### config.mk
export PLATFORM = sky130hd
export DESIGN_NAME = simask_top
export DESIGN_NICKNAME = d
export VERILOG_FILES = /design/src/shared/simask_pkg.sv /design/src/simask_top.sv
export VERILOG_INCLUDE_DIRS = /design/src /design/src/shared
export SDC_FILE = /design/constraint.sdc
export NUM_CORES = 1
export LEC_CHECK = 0
export BUFFER_PORTS_ARGS = -buffer_cell sky130_fd_sc_hd__buf_2
export CELL_PAD_IN_SITES_DETAIL_PLACEMENT = 0
export CELL_PAD_IN_SITES_GLOBAL_PLACEMENT = 2
export CORE_MARGIN = 5
export CORE_UTILIZATION = 31
export DETAILED_ROUTE_END_ITERATION = 12
export HOLD_SLACK_MARGIN = 0.05
export MAX_ROUTING_LAYER = met4
export PLACE_DENSITY = 0.91
export SLEW_MARGIN = 20
export SYNTH_ARGS = -nofsm -noshare
export SYNTH_HDL_FRONTEND = slang
export SYNTH_SLANG_ARGS = --single-unit
### constraint.sdc
create_clock -name clk_in -period 3.4 [get_ports clk_in]
set_clock_uncertainty 0.05 [all_clocks]
set_input_delay 0.34 -clock clk_in [delete_from_list [all_inputs] [get_ports clk_in]]
set_output_delay 0.34 -clock clk_in [all_outputs]
set_load 0.02 [all_outputs]
### src/shared/simask_params.svh
// Constants of the stage interrupt enable mask block.
// Functional notes
// - Enabled upper-threshold stage 0..11 exceeding its limit asserts the interrupt.
// - A stage whose enable bit is 0 never causes the interrupt.
// - Upper-threshold mask at index 0x006, read/write, bits 0..11, reset 0.
// - Enabled conversion-done stage asserts the interrupt once its conversion finishes.
// - Conversion-done mask at index 0x007, read/write, bit n per stage, reset 0.
// - Threshold status clears after readback unless the limit is still exceeded.
`ifndef SIMASK_PARAMS_SVH
`define SIMASK_PARAMS_SVH

`define SIMASK_UPPER_STAGES   12
`define SIMASK_DONE_STAGES    7
`define SIMASK_ADDR_W         12
`define SIMASK_DATA_W         32

`define SIMASK_IDX_UPPER_MASK 12'h006
`define SIMASK_IDX_DONE_MASK  12'h007
`define SIMASK_IDX_UPPER_STAT 12'h009
`define SIMASK_IDX_DONE_STAT  12'h00a
`define SIMASK_BYTE_ADDR(i)   ((i) << 2)

`define SIMASK_UPPER_RST      12'h000
`define SIMASK_DONE_RST       7'h00
`define SIMASK_DATA_ZERO      32'h0000_0000

`endif

### src/shared/simask_pkg.sv
// Types shared by the stage interrupt enable mask block.
`default_nettype none
`include "simask_params.svh"
package simask_pkg;

  typedef enum logic [1:0] {
    SIMASK_BUS_IDLE = 2'b01,
    SIMASK_BUS_RESP = 2'b10
  } simask_bus_t;

  typedef enum logic [4:0] {
    SIMASK_SEL_NONE       = 5'b00001,
    SIMASK_SEL_UPPER_MASK = 5'b00010,
    SIMASK_SEL_DONE_MASK  = 5'b00100,
    SIMASK_SEL_UPPER_STAT = 5'b01000,
    SIMASK_SEL_DONE_STAT  = 5'b10000
  } simask_sel_t;

  typedef struct packed {
    simask_bus_t                       bus;
    simask_sel_t                       sel;
    logic [`SIMASK_UPPER_STAGES-1:0]   upper_mask;
    logic [`SIMASK_DONE_STAGES-1:0]    done_mask;
    logic [`SIMASK_UPPER_STAGES-1:0]   upper_stat;
    logic [`SIMASK_DONE_STAGES-1:0]    done_stat;
    logic [`SIMASK_DATA_W-1:0]         prdata;
    logic                              pready;
    logic                              pslverr;
    logic                              irq_n;
  } simask_state_t;

endpackage : simask_pkg
`default_nettype wire

### src/simask_top.sv
// APB-mapped per-stage interrupt enable masks with sticky event status and interrupt.
//
// The APB register port was decided locally.
`default_nettype none
`include "simask_params.svh"
module simask_top
  import simask_pkg::*;
(
  input  wire logic                            clk_in,
  input  wire logic                            rst_in,
  input  wire logic                            psel_in,
  input  wire logic                            penable_in,
  input  wire logic                            pwrite_in,
  input  wire logic [`SIMASK_ADDR_W-1:0]       paddr_in,
  input  wire logic [`SIMASK_DATA_W-1:0]       pwdata_in,
  input  wire logic [`SIMASK_UPPER_STAGES-1:0] upper_exceed_in,
  input  wire logic [`SIMASK_DONE_STAGES-1:0]  conv_done_in,
  output var  logic [`SIMASK_DATA_W-1:0]       prdata_out,
  output var  logic                            pready_out,
  output var  logic                            pslverr_out,
  output var  logic                            irq_n_out
);

  simask_state_t s_q;
  simask_state_t s_d;

  function automatic simask_sel_t decode(input logic [`SIMASK_ADDR_W-1:0] a);
    simask_sel_t r;
    r = SIMASK_SEL_NONE;
    if (a == `SIMASK_BYTE_ADDR(`SIMASK_IDX_UPPER_MASK)) begin
      r = SIMASK_SEL_UPPER_MASK;
    end else if (a == `SIMASK_BYTE_ADDR(`SIMASK_IDX_DONE_MASK)) begin
      r = SIMASK_SEL_DONE_MASK;
    end else if (a == `SIMASK_BYTE_ADDR(`SIMASK_IDX_UPPER_STAT)) begin
      r = SIMASK_SEL_UPPER_STAT;
    end else if (a == `SIMASK_BYTE_ADDR(`SIMASK_IDX_DONE_STAT)) begin
      r = SIMASK_SEL_DONE_STAT;
    end
    return r;
  endfunction : decode

  function automatic logic [`SIMASK_DATA_W-1:0] read_value(input simask_sel_t  sel,
                                                           input simask_state_t s);
    logic [`SIMASK_DATA_W-1:0] v;
    v = `SIMASK_DATA_ZERO;
    case (sel)
      SIMASK_SEL_UPPER_MASK: v[`SIMASK_UPPER_STAGES-1:0] = s.upper_mask;
      SIMASK_SEL_DONE_MASK:  v[`SIMASK_DONE_STAGES-1:0]  = s.done_mask;
      SIMASK_SEL_UPPER_STAT: v[`SIMASK_UPPER_STAGES-1:0] = s.upper_stat;
      SIMASK_SEL_DONE_STAT:  v[`SIMASK_DONE_STAGES-1:0]  = s.done_stat;
      default:               v = `SIMASK_DATA_ZERO;
    endcase
    return v;
  endfunction : read_value

  logic                            req_access;
  logic                            req_commit;
  logic [`SIMASK_UPPER_STAGES-1:0] upper_pend;
  logic [`SIMASK_DONE_STAGES-1:0]  done_pend;

  always_comb begin
    s_d        = s_q;
    req_access = psel_in && penable_in;
    req_commit = req_access && s_q.pready;

    // Set wins over clear: only bits that were actually returned are cleared,
    // and a limit still exceeded or a fresh completion re-sets its bit at once.
    s_d.upper_stat = s_q.upper_stat | upper_exceed_in;
    s_d.done_stat  = s_q.done_stat | conv_done_in;

    case (s_q.bus)
      SIMASK_BUS_IDLE: begin
        s_d.pready  = 1'b0;
        s_d.pslverr = 1'b0;
        if (req_access) begin
          // The answer is prepared one cycle ahead so every bus output is a flop.
          s_d.sel     = decode(paddr_in);
          s_d.prdata  = pwrite_in ? `SIMASK_DATA_ZERO : read_value(decode(paddr_in), s_q);
          s_d.pslverr = (decode(paddr_in) == SIMASK_SEL_NONE);
          s_d.pready  = 1'b1;
          s_d.bus     = SIMASK_BUS_RESP;
        end
      end
      SIMASK_BUS_RESP: begin
        if (req_commit) begin
          if (pwrite_in) begin
            if (s_q.sel == SIMASK_SEL_UPPER_MASK) begin
              // Bits 15..12 are expected zero from software and are not stored.
              s_d.upper_mask = pwdata_in[`SIMASK_UPPER_STAGES-1:0];
            end
            if (s_q.sel == SIMASK_SEL_DONE_MASK) begin
              s_d.done_mask = pwdata_in[`SIMASK_DONE_STAGES-1:0];
            end
          end else begin
            if (s_q.sel == SIMASK_SEL_UPPER_STAT) begin
              s_d.upper_stat = (s_q.upper_stat & ~s_q.prdata[`SIMASK_UPPER_STAGES-1:0])
                               | upper_exceed_in;
            end
            if (s_q.sel == SIMASK_SEL_DONE_STAT) begin
              s_d.done_stat = (s_q.done_stat & ~s_q.prdata[`SIMASK_DONE_STAGES-1:0])
                              | conv_done_in;
            end
          end
        end
        s_d.pready  = 1'b0;
        s_d.pslverr = 1'b0;
        s_d.prdata  = `SIMASK_DATA_ZERO;
        s_d.sel     = SIMASK_SEL_NONE;
        s_d.bus     = SIMASK_BUS_IDLE;
      end
      default: begin
        s_d.bus = SIMASK_BUS_IDLE;
      end
    endcase

    upper_pend = s_d.upper_stat & s_d.upper_mask;
    done_pend  = s_d.done_stat & s_d.done_mask;
    s_d.irq_n  = ~(|upper_pend || |done_pend);
  end

  always_ff @(posedge clk_in) begin
    if (rst_in) begin
      s_q.bus        <= SIMASK_BUS_IDLE;
      s_q.sel        <= SIMASK_SEL_NONE;
      s_q.upper_mask <= `SIMASK_UPPER_RST;
      s_q.done_mask  <= `SIMASK_DONE_RST;
      s_q.upper_stat <= `SIMASK_UPPER_RST;
      s_q.done_stat  <= `SIMASK_DONE_RST;
      s_q.prdata     <= `SIMASK_DATA_ZERO;
      s_q.pready     <= 1'b0;
      s_q.pslverr    <= 1'b0;
      s_q.irq_n      <= 1'b1;
    end else begin
      s_q <= s_d;
    end
  end

  assign prdata_out  = s_q.prdata;
  assign pready_out  = s_q.pready;
  assign pslverr_out = s_q.pslverr;
  assign irq_n_out   = s_q.irq_n;

endmodule : simask_top
`default_nettype wire

### Word level (Yosys, flattened, before mapping)

Cells that the tools add are included.

| storage, ports and cells | value |
|---|---|
| register bits after elaboration | 80 |
| input bits | 68 |
| output and inout port bits | 35 |
| word-level logic and storage cells | 67 |

| operators by class | value |
|---|---|
| equality and inequality tests | 16 |
| multiplexer cells | 21 |
| bitwise operators | 12 |
| reductions and logical operators | 8 |

Operators by type and width:

| kind | number |
|---|---|
| 38-bit 2-to-1 mux | 2 |
| 34-bit case mux with 2 select lines | 1 |
| 19-bit 2-to-1 mux | 2 |
| 12-bit 2-to-1 mux | 3 |
| 5-bit 2-to-1 mux | 7 |
| 34-bit 2-to-1 mux | 1 |
| 7-bit case mux with 4 select lines | 1 |
| 12-bit bitwise AND | 2 |
| 12-bit by 5-bit equality test with 1-bit output, second input constant | 2 |
| 12-bit by 6-bit equality test with 1-bit output, second input constant | 2 |
| 12-bit bitwise OR | 2 |
| 5-bit case mux with 2 select lines | 2 |
| 7-bit bitwise AND | 2 |
| 7-bit 2-to-1 mux | 2 |
| 7-bit bitwise OR | 2 |
| 12-bit inverter | 1 |
| 12-bit OR reduction | 1 |
| 5-bit by 2-bit equality test with 1-bit output, second input constant | 2 |
| 5-bit by 3-bit equality test with 1-bit output, second input constant | 2 |
| 5-bit by 4-bit equality test with 1-bit output, second input constant | 2 |
| 5-bit equality test, second input constant | 2 |
| 7-bit inverter | 1 |
| 7-bit OR reduction | 1 |
| 5-bit by 1-bit equality test with 1-bit output, second input constant | 1 |
| 9 further kinds | 11 |

### Logic depth before layout (Yosys ltp)

| depth | value |
|---|---|
| word-level depth | 12 |
| gate-level depth with buffers | 9 |
| depth with buffers taken out | 8 |

### Worst setup path after synthesis

OpenSTA, ideal clock, no wires.

| timing | value |
|---|---|
| path type | register to register |
| start | register s_q[73] in the netlist's numbering |
| end | register s_q, in the netlist irq_n_out |
| setup time | 0.101 ns |
| arrival | 2.166 ns |
| data required time | 3.249 ns |
| setup slack | 1.083 ns |
| cell stages (with the launch flop) | 8 |
| path buffers | 1 |
| period minus slack after synthesis | 2.317 ns |
| path through | dfxtp_1 -> or4b_4 -> nor4b_4 -> buf_6 -> mux2i_1 -> o32a_1 -> nand4_1 -> o41ai_1 |

| on the way | value |
|---|---|
| longest elaborated chain between the ends | 9 |
| elaborated cells between the ends (all ways) | 18 |
| those cells by class | eq/ne: 4; mux: 8; bitwise: 3; reduce/logical: 3 |

RTL lines:

| item | RTL line | source |
|---|---|---|
| from (decl) | simask_top.sv:24 | `simask_state_t s_q;` |
| 5-bit by 4-bit equality test with 1-bit output (tied with other cells) | simask_top.sv:95 | `if (s_q.sel == SIMASK_SEL_UPPER_STAT) begin` |
| 12-bit 2-to-1 mux (tied with other cells) | simask_top.sv:95 |  |
| 19-bit 2-to-1 mux | simask_top.sv:86 | `if (pwrite_in) begin` |
| 38-bit 2-to-1 mux (*) | simask_top.sv:85 | `if (req_commit) begin` |
| 38-bit 2-to-1 mux (*) | simask_top.sv:71 | `case (s_q.bus)` |
| 12-bit bitwise AND / 7-bit bitwise AND (equally long branches) | simask_top.sv:116, simask_top.sv:117 |  |
| 12-bit OR reduction / 7-bit OR reduction (equally long branches) | simask_top.sv:118 | `s_d.irq_n = ~(\|upper_pend \|\| \|done_pend);` |
| 1-bit logical OR (*) | simask_top.sv:118 |  |
| 1-bit inverter (*) | simask_top.sv:118 |  |

Mark *: on every way between the ends. The rest lies on a longest branch, timed or not.
A chain may end at the register's enable or synchronous reset.

### Worst setup path after layout

| timing | value |
|---|---|
| start | register s_q[78] in the netlist's numbering |
| end | register s_q, in the netlist irq_n_out |

| on the way | value |
|---|---|
| longest elaborated chain between the ends | 6 |
| elaborated cells between the ends (all ways) | 8 |
| those cells by class | eq/ne: 1; mux: 1; bitwise: 3; reduce/logical: 3 |

RTL lines:

| item | RTL line |
|---|---|
| 2-bit equality test (*) | simask_top.sv:71 |
| 38-bit 2-to-1 mux (*) | simask_top.sv:71 |
| 12-bit bitwise AND / 7-bit bitwise AND (equally long branches) | simask_top.sv:116, simask_top.sv:117 |
| 12-bit OR reduction / 7-bit OR reduction (equally long branches) | simask_top.sv:118 |
| 1-bit logical OR (*) | simask_top.sv:118 |
| 1-bit inverter (*) | simask_top.sv:118 |

Marks and branches as above.

==> results.yml <==
flow_run:
  max_cap_violations: 0
drt:
  drt_iter0_drc: 181
  viasPerCell: 5.17
  drc: 0
  drt-pass1-iter-count: 4
  vias: 2535
  routed_wl_mm: 8.58
  wire_per_inst_um: 17.5
  ant_nets: 0
clocking:
  cts_max_level: 3
  clockBufferDepth: 2
  cts_root_buf: "clkbuf_8"
  clkLatencyLatePin_ns: 0.35
  postCtsSetupBuffers: 0
  clkSlewWorstSetupHoldPaths_ns: 0.07
  cts-resized-gates: 0
  cts_tree: "yes"
  clkSinkCount: 60
  numCtsBuffers: 9
  hold_buffers: 0
critical_path:
  start_kind: "flop"
  end_kind: "flop"
  cp_slowest_cell: "nor4_4"
  worstPathRequired_ns: 3.59
  path_max_fanout: 7
  slowest_delay_ns: 0.67
  reg2reg_to: "irq_n_out"
  crit_type: "flop to flop"
  r2r_slack_ns: 0.62
  arrival_ns: 2.97
  path_cells: "inv_1, ha_1, nand4_1, nor4_4, mux2i_1, o32a_1, o221ai_1, o41ai_1"
  rr_startpoint: "s_q[78]"
  r2r_cells: 8
synthesis:
  synth_edf_count: 0
  synth.avg_cell_area_um2: 9.10
  synthFlopType: "dfxtp_1"
  ys_seq_area_frac: 0.418
  netlist_instances: 316
  ys_seq_elements: 60
  ys_types: 50
  synth_area_mm2: 0.00288
  yosys_warnings: 0
  async_flop_share: 0
die:
  die_x_um: 106
  core_area_mm2: 0.00915
  boundaryPins: 103
  die_area_mm2: 0.0113
  start_util: 0.314
  num_rows: 35
  die_h_um: 106
hold_path:
  holdPathStages: 3
  min_from: "upper_exceed_in[4]"
  hold-path-endpoint: "s_q[46]"
  hold_class: "input pin to flop"
timing:
  finalHoldViolCount: 0
  finalCritPeriodShare: 0.816
  tns_ns: 0
  setup_violations: 0
  post-route-worst-setup-slack_ns: 0.625
  post-route-min-period_ns: 2.78
  rsz0062_at_grt: "false"
  worst_pin_slew_ns: 0.754
  fmax_ghz: 0.360
  slew_violations: 0
  relSlewSlack: 0.493
power:
  p_leak_nw: 1.36
  power.density_mw_per_mm2: 470
  ir_drop_mv: 0.186
global_routing:
  grt_use_met3: 0.0310
  grt_pass1_vias: 2516
  antenna_found_initial: 0
  grt_pass1_wl_mm: 13.0
  grt.busiest_layer: "met2"
  grt_max_degree: 38
  use_met1: 0.188
  grt_overflow_total: 0
  grt_util_all_layers: 0.155
  grt_use_met2: 0.247
final_layout:
  antenna_cells: 0
  mostFrequentLayoutCells: "buf_2, dfxtp_1, nor2_1"
  area_growth_pct: 19.3
  drive_above_1_share: 0.269
  nNetsFinal: 444
  layout_commonest_cell: "buf_2"
  final_util: 0.375
place:
  dp_hpwl_mm: 6.06
  pre_cts_ws_ns: 0.650
  place.gp.congestion: 0.794
  port_buffers: 62
status:
  status: "finished, final reports clean"
## area by class of cell
type	instances	area [um2]
multi-input combinational	221	1420
fill	957	5720
timing repair buffer	75	408
tap	111	139
clock inverter	4	70.1
sequential	60	1200
inverter	7	26.3
clock buffer	12	165
## logic make-up (layout without fill, tap and decap cells)
group | Yosys count | after routing | synth area share
AO/OA/AOI/OAI | 68 | 68 | 0.181
adder cells (fa/ha/maj) | 2 | 2 | 0.00870
buffers and inverters | 54 | 98 | 0.117
flip-flops | 60 | 60 | 0.418
multiplexers | 20 | 20 | 0.0700
other | 1 | 20 | 0.00130
AND/OR/NAND/NOR | 111 | 111 | 0.204
## metrics by stage
stage	total power (W)	cell area, um2	hold slack, ns	std cells
global placement	0.000873	3200	0.410	474
CTS	0.00162	3430	0.161	490
floorplan	0.000837	2950	0.398	335
global route	0.00167	3430	0.189	490
detailed placement	0.000876	3200	0.431	474
finish	0.00161	3430	0.170	490
## worst max path at each step
stage                      endpoint  depth (start not counted)  slack (ns)  startpoint
final                     irq_n_out                          8        0.62     s_q[78]
after global routing      irq_n_out                          8        0.43     s_q[78]
after CTS                 irq_n_out                          8        0.57     s_q[78]
after detailed placement  irq_n_out                          8        0.65     s_q[78]
after global placement    irq_n_out                          7        0.68   pwrite_in
after floorplan           irq_n_out                          7        1.08     s_q[73]
## cell usage after synthesis (2+ instances only)
library cell	number	area, um2
nor2_1	59	221
nor4_1	3	18.8
a32o_1	6	60.1
nor3_1	5	25.0
clkbuf_1	8	30.0
a221oi_1	6	52.6
a2bb2oi_1	6	52.6
a22oi_1	8	60.1
o32a_1	3	30.0
dfxtp_1	60	1200
a41oi_1	2	17.5
ha_1	2	25.0
mux2i_1	19	190
or4b_2	2	20.0
a22o_1	5	43.8
buf_4	32	240
nand2_1	9	33.8
inv_1	7	26.3
buf_2	6	30.0
o22a_1	4	35.0
o221ai_1	2	17.5
nor3b_1	6	45.0
a21oi_1	18	90.1
nand2b_1	2	12.5
nand4_1	11	68.8
## metal layers
layer | wire length, um | part of all wire | up-vias
met5 | 0 | 0 | -
met4 | 193 | 0.022 | 0
met3 | 632 | 0.074 | 15
met2 | 4190 | 0.49 | 94
met1 | 3560 | 0.42 | 1199
li1 | - | - | 1227
## critical path: cells and delay by family (launching register included)
kind	cells	cell delay [ns]
buf+inv	1	0.06
fa+ha+maj	1	0.24
simple gates	2	0.93
compound gates	3	0.69
flops	1	0.33
mux	1	0.36
## sequential cells by signal, indices dropped and copies added (netlist names)
register / cells
s_q: 45
prdata_out: 12
irq_n_out: 1
pready_out: 1
pslverr_out: 1
## report_power, final
part           switching, W  internal, W  total [W]
logic             0.0000848    0.0000432   0.000128
registers         0.0000103     0.000722   0.000733
clock network      0.000281     0.000470   0.000751
total              0.000376      0.00124    0.00161
(Power assumes the default switching activity.)
